<file path="src/inc/irq_ctl_pkg.sv">
// constants for the per-source interrupt control register block
// How it works
// - serial port may request only while its block bit is 0
// - priority field 000b is highest, 111b lowest, binary order between
// - every priority field resets to level 7
// - watchdog may request only while its block bit is clear
// - watchdog, external, timer and dma control registers reset to 000Fh
// - external input four is vectored as type 10h
// - input four: level select 1 is high-level, 0 is rising-edge
// - inputs two, three are types 0eh, 0fh; acknowledge outputs in cascade mode
// - inputs two, three: level select as input four; source holds line high
// - inputs zero, one are types 0ch, 0dh and pair with acknowledge pins
// - inputs zero, one: special nesting bit 1 enables special nested operation
// - inputs zero, one: cascade bit 1 enables cascade operation
// - inputs zero, one: level select as above; edge source holds line high
// - each block bit is mirrored in the mask register, both ways
// - master mode: timers use types 08h, 12h, 13h, one shared control
// - slave mode: each timer has its own control register
// - dma channels are types 0ah, 0bh with own control registers
// - serial port control resets to 001Fh, bit four reads 1
package irq_ctl_pkg;

	// ==========================================================
	// sources
	localparam int SRC_COUNT = 12;
	localparam int SRC_TMR0 = 0;
	localparam int SRC_TMR1 = 1;
	localparam int SRC_TMR2 = 2;
	localparam int SRC_DMA0 = 3;
	localparam int SRC_DMA1 = 4;
	localparam int SRC_EXT0 = 5;
	localparam int SRC_EXT1 = 6;
	localparam int SRC_EXT2 = 7;
	localparam int SRC_EXT3 = 8;
	localparam int SRC_EXT4 = 9;
	localparam int SRC_WDOG = 10;
	localparam int SRC_SER = 11;

	// ==========================================================
	// register indices (byte address is four times the index)
	localparam logic [9:0] IDX_TMR0 = 10'h032;
	localparam logic [9:0] IDX_DMA0 = 10'h034;
	localparam logic [9:0] IDX_DMA1 = 10'h036;
	localparam logic [9:0] IDX_EXT0 = 10'h038;
	localparam logic [9:0] IDX_EXT1 = 10'h03A;
	localparam logic [9:0] IDX_EXT2 = 10'h03C;
	localparam logic [9:0] IDX_EXT3 = 10'h03E;
	localparam logic [9:0] IDX_EXT4 = 10'h040;
	localparam logic [9:0] IDX_WDOG = 10'h042;
	localparam logic [9:0] IDX_SER = 10'h044;
	localparam logic [9:0] IDX_MASK = 10'h020;
	localparam logic [9:0] IDX_REQ = 10'h021;
	localparam logic [9:0] IDX_MODE = 10'h022;

	// ==========================================================
	// field layout and reset values
	localparam int CTL_W = 7;
	localparam int PRIO_LSB = 0;
	localparam int PRIO_W = 3;
	localparam int BLOCK_BIT = 3;
	localparam int LEVEL_BIT = 4;
	localparam int CASC_BIT = 5;
	localparam int NEST_BIT = 6;
	localparam int SER_FIXED_BIT = 4;
	localparam int MODE_SLAVE_BIT = 0;
	localparam logic [CTL_W-1:0] CTL_RESET = 7'h0F;
	localparam logic [CTL_W-1:0] WMASK_BASIC = 7'h0F;
	localparam logic [CTL_W-1:0] WMASK_LEVEL = 7'h1F;
	localparam logic [CTL_W-1:0] WMASK_FULL = 7'h7F;
	localparam logic [15:0] SER_RESET = 16'h001F;
	localparam logic [PRIO_W-1:0] PRIO_LOWEST = 3'h7;

	// ==========================================================
	// vector types, indexed by source
	localparam logic [7:0] TYPE_TABLE [SRC_COUNT] = '{
		8'h08, 8'h12, 8'h13, 8'h0A, 8'h0B, 8'h0C,
		8'h0D, 8'h0E, 8'h0F, 8'h10, 8'h11, 8'h14
	};

endpackage

</file>
<file path="src/logic/irq_source_control_regs.sv">
// per-source interrupt mask, priority and trigger control with apb access
`timescale 1ns/1ps
module irq_source_control_regs
	import irq_ctl_pkg::*;
	#(
	parameter int ADDR_W = 12
	)
	(
	// clock, reset, enable
	input wire logic sys_clk_i,
	input wire logic resetn_i,
	input wire logic ce_i,
	// apb slave
	input wire logic psel_i,
	input wire logic penable_i,
	input wire logic pwrite_i,
	input wire logic [ADDR_W-1:0] paddr_i,
	input wire logic [31:0] pwdata_i,
	output logic [31:0] prdata_o,
	output logic pready_o,
	output logic pslverr_o,
	// raw request lines
	input wire logic [2:0] timer_req_i,
	input wire logic [1:0] dma_req_i,
	input wire logic ext_request_zero_i,
	input wire logic ext_request_one_i,
	input wire logic ext_request_two_i,
	input wire logic ext_request_three_i,
	input wire logic ext_request_four_i,
	input wire logic watchdog_req_i,
	input wire logic serial_req_i,
	// acknowledge from the priority logic, one pulse per source
	input wire logic [SRC_COUNT-1:0] src_ack_i,
	// gated requests and their attributes
	output logic [SRC_COUNT-1:0] src_req_o,
	output logic [SRC_COUNT*PRIO_W-1:0] src_prio_o,
	output logic [SRC_COUNT*8-1:0] src_type_o,
	output logic [1:0] special_nesting_enable_o,
	output logic [1:0] cascade_enable_o,
	output logic slave_mode_o,
	// acknowledge pins shared with inputs two and three
	output logic ack_out_zero_low_o,
	output logic ack_out_zero_oe_o,
	output logic ack_out_one_low_o,
	output logic ack_out_one_oe_o
	);

	// ==========================================================
	// reset release
	logic rst_meta_r;
	logic rst_n_r;

	// two stages so the release never lands mid-cycle on the registers
	always_ff @(posedge sys_clk_i or negedge resetn_i)
	begin
		if (!resetn_i)
		begin
			rst_meta_r <= 1'b0;
			rst_n_r <= 1'b0;
		end
		else
		begin
			rst_meta_r <= 1'b1;
			rst_n_r <= rst_meta_r;
		end
	end

	// ==========================================================
	// state
	logic [CTL_W-1:0] ctl_r [SRC_COUNT];
	logic [CTL_W-1:0] eff_ctl [SRC_COUNT];
	logic [SRC_COUNT-1:0] raw_req;
	logic [SRC_COUNT-1:0] prev_r;
	logic [SRC_COUNT-1:0] pend_r;
	logic [SRC_COUNT-1:0] req_r;
	logic [SRC_COUNT-1:0] block_view;
	logic [SRC_COUNT-1:0] casc_block;
	logic slave_r;
	logic [1:0] ack_pulse_r;
	logic [31:0] prdata_r;

	// ==========================================================
	// apb decode
	logic [9:0] idx;
	logic aligned;
	logic setup_ph;
	logic access_ph;
	logic wr_acc;
	logic ctl_hit;
	logic [3:0] ctl_src;
	logic mask_hit;
	logic req_hit;
	logic mode_hit;
	logic any_hit;

	assign idx = paddr_i[11:2];
	assign aligned = (paddr_i[1:0] == 2'b00);
	assign setup_ph = psel_i && !penable_i;
	assign access_ph = psel_i && penable_i;
	assign wr_acc = ce_i && access_ph && pwrite_i && any_hit;
	assign mask_hit = aligned && (idx == IDX_MASK);
	assign req_hit = aligned && (idx == IDX_REQ);
	assign mode_hit = aligned && (idx == IDX_MODE);
	assign any_hit = ctl_hit || mask_hit || req_hit || mode_hit;

	// shared offsets select timers in slave mode and inputs zero, one in master mode
	always_comb
	begin
		ctl_hit = aligned;
		ctl_src = 4'(SRC_TMR0);
		if (idx == IDX_TMR0)
			ctl_src = 4'(SRC_TMR0);
		else if (idx == IDX_DMA0)
			ctl_src = 4'(SRC_DMA0);
		else if (idx == IDX_DMA1)
			ctl_src = 4'(SRC_DMA1);
		else if (idx == IDX_EXT0)
			ctl_src = slave_r ? 4'(SRC_TMR1) : 4'(SRC_EXT0);
		else if (idx == IDX_EXT1)
			ctl_src = slave_r ? 4'(SRC_TMR2) : 4'(SRC_EXT1);
		else if (idx == IDX_EXT2)
			ctl_src = 4'(SRC_EXT2);
		else if (idx == IDX_EXT3)
			ctl_src = 4'(SRC_EXT3);
		else if (idx == IDX_EXT4)
			ctl_src = 4'(SRC_EXT4);
		else if (idx == IDX_WDOG)
			ctl_src = 4'(SRC_WDOG);
		else if (idx == IDX_SER)
			ctl_src = 4'(SRC_SER);
		else
			ctl_hit = 1'b0;
	end

	// zero wait states; read data is captured in the setup cycle
	assign pready_o = access_ph;
	assign pslverr_o = access_ph && !any_hit;
	assign prdata_o = prdata_r;

	// ==========================================================
	// raw request collection
	assign raw_req[SRC_TMR0] = timer_req_i[0];
	assign raw_req[SRC_TMR1] = timer_req_i[1];
	assign raw_req[SRC_TMR2] = timer_req_i[2];
	assign raw_req[SRC_DMA0] = dma_req_i[0];
	assign raw_req[SRC_DMA1] = dma_req_i[1];
	assign raw_req[SRC_EXT0] = ext_request_zero_i;
	assign raw_req[SRC_EXT1] = ext_request_one_i;
	assign raw_req[SRC_EXT2] = ext_request_two_i;
	assign raw_req[SRC_EXT3] = ext_request_three_i;
	assign raw_req[SRC_EXT4] = ext_request_four_i;
	assign raw_req[SRC_WDOG] = watchdog_req_i;
	assign raw_req[SRC_SER] = serial_req_i;

	// pins two and three carry acknowledges while the paired input cascades
	assign casc_block = SRC_COUNT'({ctl_r[SRC_EXT1][CASC_BIT], ctl_r[SRC_EXT0][CASC_BIT]})
		<< SRC_EXT2;

	// ==========================================================
	// per-source control, trigger and gating
	genvar gi;
	generate
		for (gi = 0; gi < SRC_COUNT; gi++)
		begin : g_src
			localparam logic [CTL_W-1:0] WMASK = (gi == SRC_EXT0 || gi == SRC_EXT1) ?
				WMASK_FULL : (gi >= SRC_EXT2 && gi <= SRC_EXT4) ? WMASK_LEVEL : WMASK_BASIC;
			localparam bit IS_EXT = (gi >= SRC_EXT0 && gi <= SRC_EXT4);
			localparam bit IS_SHARED = (gi == SRC_TMR1 || gi == SRC_TMR2);
			logic reg_wr;
			logic mask_wr;
			logic rise;
			logic fire;

			assign reg_wr = wr_acc && ctl_hit && (ctl_src == 4'(gi));
			assign mask_wr = wr_acc && mask_hit && !(IS_SHARED && !slave_r);
			// master mode: timers one and two follow the group register
			assign eff_ctl[gi] = (IS_SHARED && !slave_r) ? ctl_r[SRC_TMR0] : ctl_r[gi];
			assign block_view[gi] = eff_ctl[gi][BLOCK_BIT];
			assign rise = raw_req[gi] && !prev_r[gi];
			// edge mode latches the rise; level mode passes the line through
			assign fire = (IS_EXT && !eff_ctl[gi][LEVEL_BIT]) ? pend_r[gi] : raw_req[gi];

			// block bit written here or through the mirror register
			always_ff @(posedge sys_clk_i or negedge rst_n_r)
			begin
				if (!rst_n_r)
					ctl_r[gi] <= CTL_RESET;
				else if (ce_i && reg_wr)
					ctl_r[gi] <= pwdata_i[CTL_W-1:0] & WMASK;
				else if (ce_i && mask_wr)
					ctl_r[gi][BLOCK_BIT] <= pwdata_i[gi];
			end

			// rising-edge latch, the set wins over a same-cycle acknowledge
			always_ff @(posedge sys_clk_i or negedge rst_n_r)
			begin
				if (!rst_n_r)
				begin
					prev_r[gi] <= 1'b0;
					pend_r[gi] <= 1'b0;
				end
				else if (ce_i)
				begin
					prev_r[gi] <= raw_req[gi];
					if (IS_EXT && rise)
						pend_r[gi] <= 1'b1;
					else if (src_ack_i[gi])
						pend_r[gi] <= 1'b0;
				end
			end

			// gated request, blocked by the block bit or by a cascade pin takeover
			always_ff @(posedge sys_clk_i or negedge rst_n_r)
			begin
				if (!rst_n_r)
					req_r[gi] <= 1'b0;
				else if (ce_i)
					req_r[gi] <= fire && !eff_ctl[gi][BLOCK_BIT] && !casc_block[gi];
			end

			assign src_prio_o[gi*PRIO_W +: PRIO_W] = eff_ctl[gi][PRIO_LSB +: PRIO_W];
			assign src_type_o[gi*8 +: 8] = TYPE_TABLE[gi];
		end
	endgenerate

	assign src_req_o = req_r;

	// ==========================================================
	// mode register and read path
	logic [15:0] ctl_read;

	// reset leaves the controller in master mode
	always_ff @(posedge sys_clk_i or negedge rst_n_r)
	begin
		if (!rst_n_r)
			slave_r <= 1'b0;
		else if (wr_acc && mode_hit)
			slave_r <= pwdata_i[MODE_SLAVE_BIT];
	end

	// serial port register keeps its fixed one in bit four
	assign ctl_read = (ctl_src == 4'(SRC_SER)) ?
		(16'(ctl_r[SRC_SER]) | SER_RESET & 16'h0010) : 16'(ctl_r[ctl_src]);

	always_ff @(posedge sys_clk_i or negedge rst_n_r)
	begin
		if (!rst_n_r)
			prdata_r <= 32'h00000000;
		else if (ce_i && setup_ph && !pwrite_i)
		begin
			if (ctl_hit)
				prdata_r <= 32'(ctl_read);
			else if (mask_hit)
				prdata_r <= 32'(block_view);
			else if (req_hit)
				prdata_r <= 32'(req_r);
			else if (mode_hit)
				prdata_r <= 32'(slave_r);
			else
				prdata_r <= 32'h00000000;
		end
	end

	// ==========================================================
	// cascade and special nesting outputs
	assign special_nesting_enable_o = {ctl_r[SRC_EXT1][NEST_BIT], ctl_r[SRC_EXT0][NEST_BIT]};
	assign cascade_enable_o = {ctl_r[SRC_EXT1][CASC_BIT], ctl_r[SRC_EXT0][CASC_BIT]};
	assign slave_mode_o = slave_r;

	// one-cycle low acknowledge on the paired pin for a cascaded input
	always_ff @(posedge sys_clk_i or negedge rst_n_r)
	begin
		if (!rst_n_r)
			ack_pulse_r <= 2'b00;
		else if (ce_i)
			ack_pulse_r <= cascade_enable_o & src_ack_i[SRC_EXT1:SRC_EXT0];
	end

	assign ack_out_zero_low_o = !ack_pulse_r[0];
	assign ack_out_zero_oe_o = cascade_enable_o[0];
	assign ack_out_one_low_o = !ack_pulse_r[1];
	assign ack_out_one_oe_o = cascade_enable_o[1];
endmodule

</file>
<file path="config.mk">
export PLATFORM = sky130hd
export DESIGN_NAME = irq_source_control_regs
export DESIGN_NICKNAME = d
export VERILOG_FILES = /design/src/inc/irq_ctl_pkg.sv /design/src/logic/irq_source_control_regs.sv
export SDC_FILE = /design/constraint.sdc
export NUM_CORES = 1
export LEC_CHECK = 0
export BUFFER_PORTS_ARGS = -buffer_cell sky130_fd_sc_hd__buf_4
export CAP_MARGIN = 20
export CORE_MARGIN = 1
export CORE_UTILIZATION = 40
export DETAILED_ROUTE_END_ITERATION = 16
export GPL_TIMING_DRIVEN = 0
export PLACE_DENSITY = 0.69
export SYNTH_ARGS = -nofsm -noshare
export SYNTH_HDL_FRONTEND = slang
export SYNTH_SLANG_ARGS = --single-unit
</file>
<file path="constraint.sdc">
create_clock -name sys_clk_i -period 4.05 [get_ports sys_clk_i]
set_clock_uncertainty 0.1 [all_clocks]
set_input_delay 0.81 -clock sys_clk_i [delete_from_list [all_inputs] [get_ports sys_clk_i]]
set_output_delay 0.81 -clock sys_clk_i [all_outputs]
set_load 0.1 [all_outputs]
</file>
==> results of run 1 <==
-- metrics by stage --
stage / setup slack, ps / hold slack [ps] / instance area (sq um) / util (%) / total power, mW
final: 332 / 130 / 8070 / 53.3 / 3.09
after global routing: 198 / 116 / 8070 / 53.3 / 3.18
after CTS: 315 / 124 / 8070 / 53.3 / 3.09
after detailed placement: 318 / 236 / 7740 / 51.1 / 2.16
after global placement: 14.3 / 234 / 7710 / 50.9 / 2.15
after floorplan: 236 / 231 / 6620 / - / 2.00
-- power by group through the flow --
| stage | Sequential (mW) | Clock [mW] | Combinational, mW |
|---|---|---|---|
| after detailed placement | 1.07 | 0 | 1.09 |
| after floorplan | 1.34 | 0 | 0.654 |
| after CTS | 1.06 | 0.950 | 1.09 |
| after global routing | 1.06 | 0.991 | 1.12 |
| after global placement | 1.08 | 0 | 1.07 |
| final | 1.05 | 0.940 | 1.09 |
-- state kept, by name, indices dropped and copies added (netlist names), 2 cells and up --
name,count
block_view,10
src_prio_o,30
ack_pulse_r,2
ctl_r,13
special_nesting_enable_o,2
prdata_o,12
prev_r,5
pend_r,5
src_req_o,12
-- synthesized netlist by cell type (5+ instances only) --
| master | instances |
|---|---|
| o21ai_0 | 26 |
| buf_4 | 150 |
| o221ai_1 | 6 |
| buf_2 | 7 |
| or3_1 | 5 |
| nor3_1 | 9 |
| o22ai_1 | 5 |
| nor2_1 | 32 |
| dfrtp_1 | 48 |
| nand3b_1 | 7 |
| inv_1 | 19 |
| a22oi_1 | 5 |
| mux2i_1 | 29 |
| clkbuf_1 | 14 |
| dfstp_2 | 48 |
| nand3_1 | 5 |
| nand2_1 | 66 |
| mux2_2 | 50 |
| a21oi_1 | 24 |
-- worst max-delay path: cells and delay by family --
kind / cells / cell delay (ps)
buf+inv: 3 / 620
simple gates: 2 / 750
compound gates: 2 / 610
-- worst min path at each step --
stage	from	to	slack [ps]	cells after the start
CTS	resetn_i	rst_n_r$_DFF_PN0_	120	1
global route	resetn_i	rst_n_r$_DFF_PN0_	120	1
global placement	rst_meta_r$_DFF_PN0_	rst_n_r$_DFF_PN0_	230	0
finish	resetn_i	rst_n_r$_DFF_PN0_	130	1
floorplan	rst_meta_r$_DFF_PN0_	rst_n_r$_DFF_PN0_	230	0
detailed placement	rst_meta_r$_DFF_PN0_	rst_n_r$_DFF_PN0_	240	0
-- final cells by class --
cell class	instances	area, sq um
Tap cell	188	235
Timing Repair Buffer	115	883
Fill cell	1391	7080
Buffer	175	1270
Sequential cell	96	2470
Inverter	19	71.3
Multi-Input combinational cell	451	2820
Clock inverter	6	87.6
Clock buffer	10	239
-- routing by layer --
metal  vias to the layer above  wire length (um)  track usage (%)
met5                         -                 0                0
met4                         0               197             5.46
met3                        14              1020             3.71
met2                       204              7880             33.0
met1                      2259              7150             26.8
li1                       2367                 -                -
-- cell families after synthesis --
| logic type | count (synthesis) |
|---|---|
| buffers and inverters | 194 |
| AND/OR/NAND/NOR | 157 |
| flip-flops | 96 |
| AO/OA/AOI/OAI | 92 |
| multiplexers | 84 |
| other | 2 |
| XOR/XNOR | 1 |
==> impl_metrics.tcl, run 1 <==
set metrics [dict create \
    min_period_over_period_pct 91.8 \
    crit_required_ps 3140 \
    synth_top_family_by_area "buffers and inverters" \
    row_count 45 \
    p_per_area_nw_per_um2 382 \
    critPathMaxFanout 9 \
    grt_pass1_vias 4272 \
    fin_nets 941 \
    timing.rr.start "slave_mode_o$_DFFE_PN0P_" \
    drtIter0Drc 270 \
    dpl.hpwl_mm 12.6 \
    area_growth_pct 30.5 \
    startpoint "paddr_i[2]" \
    worst_pin_slew_ps 689 \
    drv_cap 0 \
    regToRegSetupSlack_ps 1590 \
    min_path_type "in2async" \
    io_pins 261 \
    cpPeakStageDelay_ps 550 \
    clock_tree.root_cell "clkbuf_16" \
    synth_cell_type_count 65 \
    drt-wirelength-per-cell_um 15.3 \
    cts_buffers 9 \
    layout_common_cells "buf_4 (264), conb_1 (117), nand2_1 (66)" \
    die_w_um 126 \
    grt-ovfl-total 0 \
    endpoint "pslverr_o" \
    min_period_ps 3720 \
    cts_tree "yes" \
    die_area_sq_um 16000 \
    first_pass_iters 7 \
    p_leak_nw 4.06 \
    synth.top_cell.area_share_pct 20.4 \
    synth-adder-area-share_pct 0 \
    synth-edff-count 0 \
    grt_max_degree 50 \
    dp.cells 1044 \
    status "complete, no violations" \
    totalWireLength_mm 16.3 \
    synth_cells 626 \
    setup_viol 0 \
    cts.htree.levels 3 \
    reg2reg_to "block_view[3]$_DFFE_PN1P_" \
    p_int_mw 1.78 \
    critPathSlowestCell "a221oi_2" \
    vias 4844 \
    p_sw_share_pct 42.4 \
    ys_seq_area_share_pct 39.8 \
    rsz0062_at_grt "no" \
    slew_headroom_pct 54.1 \
    route.detailed.drc 0 \
    tns_ps 0 \
    maxSlewViolCount 0 \
    cts_hold_buf 0 \
    rr_worst_depth 7 \
    synthMuxAreaShare_pct 15.4 \
    clock_latency_ps 340 \
    p_comb_share_pct 35.3 \
    avgViaCountPerCell 4.57 \
    cts_sinks 96 \
    syn_area_per_cell_sq_um 9.88 \
    pwr-share-clk_pct 30.5 \
    power_switching_mw 1.31 \
    start_kind "input port" \
    cts_resized 0 \
    yosysTopAreaCell "dfstp_2" \
    async_reset_ff_share_pct 100 \
    num_antenna_cells 0 \
    seq_power_share_pct 34.2 \
    hold_viol 0 \
    ys.flop_type "dfstp_2" \
    synth.area.top_cells "dfstp_2 (20%), dfrtp_1 (19%), buf_4 (18%)" \
    path_cells "buf_2 > or3_1 > buf_2 > or3_1 > a221oi_2 > a211oi_2 > buf_4" \
    cp-end-kind "output pin" \
    clkTransAtPathRegs_ps 70 \
    synth-xor-area-share_pct 0.142 \
    core_region_area_sq_um 15100 \
    critPathArrivalTime_ps 2810 \
    floorplan.initialDensity_pct 40.8 \
    ys_ff_latch 96 \
    mostFrequentLayoutCell "buf_4" \
    grt_use_total_pct 19.9 \
    clk_path_buf_depth 2 \
    crit_type "in2out" \
    synthSimpleGateAreaFrac_pct 12.8 \
    irDropWorstVdd_uv 181 \
    syn_area_sq_um 6180 \
    layout.cells.non_filler 1060 \
    layout-drive-gt1-share_pct 47.6 \
    portBuffers 114 \
    grt_pass1_wl_mm 24.3 \
    gp_congestion 0.909 \
    antenna_left 0 \
    dieHeight_um 126 \
    fmax_ghz 0.269 \
    synth_compound_area_share_pct 9.98 \
    post_cts_buffers 0 \
    grt_antenna_before_repair 0 \
    synth_warnings 0 \
]
No activity file was read; power rests on OpenSTA's default activity.
==> run 2: changes to the inputs <==
- CORE_MARGIN: 1 -> 5
==> run 2 against run 1 <==
  * Highest routed layer unchanged
  * Worst hold slack lost 3.1 ps
  * Core utilization is essentially flat
  * Count of clock-buffer cells in the layout is the same
  * Critical path depth is the same
==> impl_metrics.tcl, run 2 (same netlist as run 1, synthesis figures left out) <==
set metrics [dict create \
    totalWireLength_mm 17.2 \
    p_comb_share_pct 34.8 \
    dieHeight_um 134 \
    grt_max_degree 69 \
    start_kind "input port" \
    cts_hold_buf 0 \
    p_leak_nw 4.07 \
    drt-wirelength-per-cell_um 16.2 \
    crit_type "in2out" \
    fin_nets 941 \
    status "complete, no violations" \
    floorplan.initialDensity_pct 40.7 \
    path_cells "buf_2 > or3_1 > buf_2 > or3_1 > a221oi_2 > a211oi_2 > buf_4" \
    route.detailed.drc 0 \
    critPathMaxFanout 9 \
    largest_register_ffs 30 \
    hold_viol 0 \
    num_antenna_cells 0 \
    cts_tree "yes" \
    seq_power_share_pct 33.4 \
    mostFrequentLayoutCell "buf_4" \
    row_count 45 \
    grt-ovfl-total 0 \
    first_pass_iters 5 \
    cp-end-kind "output pin" \
    post-place-ws_ps 362 \
    drtIter0Drc 330 \
    layout_common_cells "buf_4 (264), conb_1 (117), nand2_1 (66)" \
    portBuffers 114 \
    clkTransAtPathRegs_ps 70 \
    rsz0062_at_grt "no" \
    grt_antenna_before_repair 0 \
    grt_pass1_vias 4707 \
    io_pins 261 \
    p_per_area_nw_per_um2 389 \
    clock_latency_ps 350 \
    setup_slack_ps 349 \
    grt_use_total_pct 18.4 \
    drv_cap 0 \
    critPathArrivalTime_ps 2790 \
    grt_pass1_wl_mm 26.2 \
    vias 4904 \
    gp_congestion 0.882 \
    clk_path_buf_depth 2 \
    clock_tree.root_cell "clkbuf_16" \
    area_growth_pct 30.9 \
    cts_sinks 96 \
    cts.htree.levels 3 \
    post_cts_buffers 0 \
    pwr-share-clk_pct 31.7 \
    setup_viol 0 \
    cpPeakStageDelay_ps 560 \
    layout-drive-gt1-share_pct 47.6 \
    die_w_um 134 \
    min_period_ps 3700 \
    avgViaCountPerCell 4.63 \
    min_path_type "in2async" \
    p_sw_share_pct 41.6 \
    min_period_over_period_pct 91.4 \
    power_switching_mw 1.31 \
    crit_required_ps 3140 \
    dpl.hpwl_mm 13.6 \
    p_int_mw 1.84 \
    irDropWorstVdd_uv 236 \
    worst_pin_slew_ps 706 \
    cts_buffers 9 \
    antenna_left 0 \
    cts_resized 0 \
    critPathSlowestCell "a221oi_2" \
    slew_headroom_pct 52.9 \
    core_region_area_sq_um 15200 \
    fmax_ghz 0.270 \
    die_area_sq_um 18000 \
    maxSlewViolCount 0 \
    tns_ps 0 \
]
[run 2: power groups by stage]
stage	sequential (mW)	clock, mW	combinational (mW)
after CTS	1.05	1.01	1.09
final	1.05	1.00	1.10
after global placement	1.08	0	1.07
after global routing	1.06	1.05	1.13
after detailed placement	1.07	0	1.09
after floorplan	1.34	0	0.654
[run 2: per-stage QoR]
step           util [%]  hold WS, ps  cells  area, sq um  total power, mW
2_1_floorplan         -          231    741         6620             2.00
3_3_place_gp       50.7          234   1043         7710             2.15
3_5_place_dp       50.9          157   1044         7740             2.16
4_1_cts            53.3          122   1060         8100             3.16
5_1_grt            53.3          116   1060         8100             3.25
6_report           53.3          127   1060         8100             3.15
[run 2: worst max-delay path, delay by kind of cell]
kind / cells / cell delay (ps)
buffers and inverters: 3 / 610
and+or+nand+nor: 2 / 740
AOI/OAI and AO/OA: 2 / 620
[run 2: area by class of cell]
type	instances	area (sq um)
Fill cell	1459	7110
Multi-Input combinational cell	451	2820
Sequential cell	96	2470
Buffer	175	1270
Timing Repair Buffer	115	883
Clock buffer	10	239
Tap cell	188	235
Clock inverter	6	115
Inverter	19	71.3
[run 2: path summary, 6_finish.rpt]
kind | start | to | slack (ps) | depth (start not counted)
worst min register to register | rst_n_r$_DFF_PN0_ | pend_r[6]$_DFFE_PN0P_ | 150 | 0
worst max register to register | slave_mode_o$_DFFE_PN0P_ | block_view[3]$_DFFE_PN1P_ | 1660 | 7
max in group asynchronous | rst_n_r$_DFF_PN0_ | src_prio_o[16]$_DFFE_PN1P_ | 2990 | 1
worst max-delay path | paddr_i[2] | pslverr_o | 350 | 7
min in group sys_clk_i | rst_meta_r$_DFF_PN0_ | rst_n_r$_DFF_PN0_ | 260 | 0
worst min-delay path | resetn_i | rst_n_r$_DFF_PN0_ | 130 | 1
[run 2: layer usage]
metal | GRT usage, % | vias up | wire (um)
met1 | 24.0 | 2312 | 7170
met3 | 3.60 | 19 | 1260
li1 | - | 2374 | -
met5 | 0 | - | 0
met4 | 3.96 | 0 | 185
met2 | 31.7 | 199 | 8570
==> run 3: changes to the inputs <==
- BUFFER_PORTS_ARGS: -buffer_cell sky130_fd_sc_hd__buf_4 -> unset
- CAP_MARGIN: 20 -> 40
- CORE_ASPECT_RATIO: unset -> 0.6
- DONT_BUFFER_PORTS: unset -> 1
- PLACE_DENSITY: 0.69 -> unset
==> run 3 against run 2 <==
  * Total power grew 4.0%
  * Register-to-register slack lost 80 ps
  * Core utilization grew 0.43 points
  * Sequential share of layout area shrank 0.32 points
  * Via count shrank 2.8%
  * Fmax shrank 1.7%
  * Flip-flop and latch count is the same
  * Wire length grew 5.2%
  * Sequential power grew 4%
  * Largest power group unchanged
==> impl_metrics.tcl, run 3 (same netlist as run 1, synthesis figures left out) <==
set metrics [dict create \
    post_cts_buffers 0 \
    grt_antenna_before_repair 0 \
    drt-wirelength-per-cell_um 18.2 \
    crit_type "in2out" \
    placed_area_sq_um 7840 \
    stdcell_area_sq_um 8180 \
    totalWireLength_mm 18.1 \
    cts_tree "yes" \
    largest_register_ffs 30 \
    die_w_um 171 \
    crit_required_ps 3140 \
    grt_pass1_vias 4663 \
    grt_pass1_wl_mm 27.4 \
    cts_resized 0 \
    grt_use_total_pct 19.7 \
    use_met3_pct 6.35 \
    first_pass_iters 4 \
    start_kind "input port" \
    p_per_area_nw_per_um2 400 \
    cts_sinks 96 \
    die_area_sq_um 18100 \
    drv_cap 0 \
    worst_pin_slew_ps 852 \
    clock_tree.root_cell "clkbuf_16" \
    setup_slack_ps 286 \
    area_growth_pct 32.3 \
    cts.htree.levels 3 \
    min_period_over_period_pct 92.9 \
    layout_common_cells "buf_4 (150), conb_1 (117), nand2_1 (66)" \
    antenna_left 0 \
    critPathMaxFanout 9 \
    fmax_ghz 0.266 \
    irDropWorstVdd_uv 203 \
    mostFrequentLayoutCell "buf_4" \
    min_path_type "in2async" \
    portBuffers 0 \
    met1_usage_pct 28.0 \
    post-place-ws_ps 278 \
    floorplan.initialDensity_pct 40.6 \
    min_period_ps 3760 \
    busiest_layer "met2" \
    hold_viol 0 \
    maxSlewViolCount 0 \
    status "complete, no violations" \
    finalPower_mw 3.28 \
    clk_path_buf_depth 2 \
    dpl.hpwl_mm 14.7 \
    p_leak_nw 3.90 \
    slew_headroom_pct 43.1 \
    gp_congestion 0.893 \
    grt_max_degree 59 \
    clock_latency_ps 350 \
    grt-ovfl-total 0 \
    grtUsageMet2_pct 29.7 \
    core_region_area_sq_um 15200 \
    tns_ps 0 \
    critPathArrivalTime_ps 2850 \
    num_antenna_cells 0 \
    setup_viol 0 \
    cp-end-kind "output pin" \
    row_count 35 \
    route.detailed.drc 0 \
    fin_nets 861 \
    avgViaCountPerCell 4.79 \
    vias 4766 \
    cts_buffers 9 \
    postLayoutCoreUtil_pct 53.7 \
    layout-drive-gt1-share_pct 42.3 \
    rsz0062_at_grt "no" \
    io_pins 261 \
    drtIter0Drc 423 \
    clkTransAtPathRegs_ps 70 \
    dieHeight_um 106 \
    cts_hold_buf 0 \
]
## run 3: routing by layer
| metal | wire length [um] | part of all wire (%) |
|---|---|---|
| met5 | 0 | 0 |
| met4 | 121 | 0.67 |
| met3 | 1920 | 11 |
| met2 | 8170 | 45 |
| met1 | 7860 | 43 |
## run 3: worst paths after layout
| check | depth (start not counted) | slack (ps) | to | from |
|---|---|---|---|---|
| worst max-delay path | 7 | 290 | pslverr_o | paddr_i[2] |
| worst min-delay path | 0 | 50 | rst_n_r$_DFF_PN0_ | resetn_i |
| worst max register to register | 6 | 1580 | ctl_r[39]$_DFFE_PN0P_ | slave_mode_o$_DFFE_PN0P_ |
| worst min register to register | 0 | 210 | prev_r[7]$_DFFE_PN0P_ | rst_n_r$_DFF_PN0_ |
| max in group asynchronous | 1 | 2930 | block_view[3]$_DFFE_PN1P_ | rst_n_r$_DFF_PN0_ |
| min in group sys_clk_i | 0 | 260 | rst_n_r$_DFF_PN0_ | rst_meta_r$_DFF_PN0_ |
## run 3: critical path, stage by stage
cell and delay [ps]:
buf_2 150, or3_1 370, buf_2 200, or3_1 400, a221oi_2 650, a211oi_4 50, buf_8 210
## run 3: cell type report
| class | count | area [sq um] |
|---|---|---|
| well taps | 203 | 254 |
| multi-input cells | 451 | 2830 |
| flip-flops and latches | 96 | 2470 |
| clock inverters | 7 | 120 |
| plain buffers | 175 | 1270 |
| inverters | 19 | 71.3 |
| fillers | 1316 | 7060 |
| repair buffers | 35 | 951 |
| clock buffers | 9 | 225 |
## run 3: through the flow
stage / hold WS [ps] / cells
floorplan: 231 / 741
global placement: 239 / 944
detailed placement: 222 / 979
CTS: 43.6 / 995
global route: 36.1 / 995
finish: 53.7 / 995
## run 3: power by group
group | internal, mW | switching, mW | leakage [nW]
Sequential | 1.01 | 0.0765 | 1.09
Clock | 0.605 | 0.377 | 0.166
Combinational | 0.329 | 0.877 | 2.64
Total | 1.95 | 1.33 | 3.90
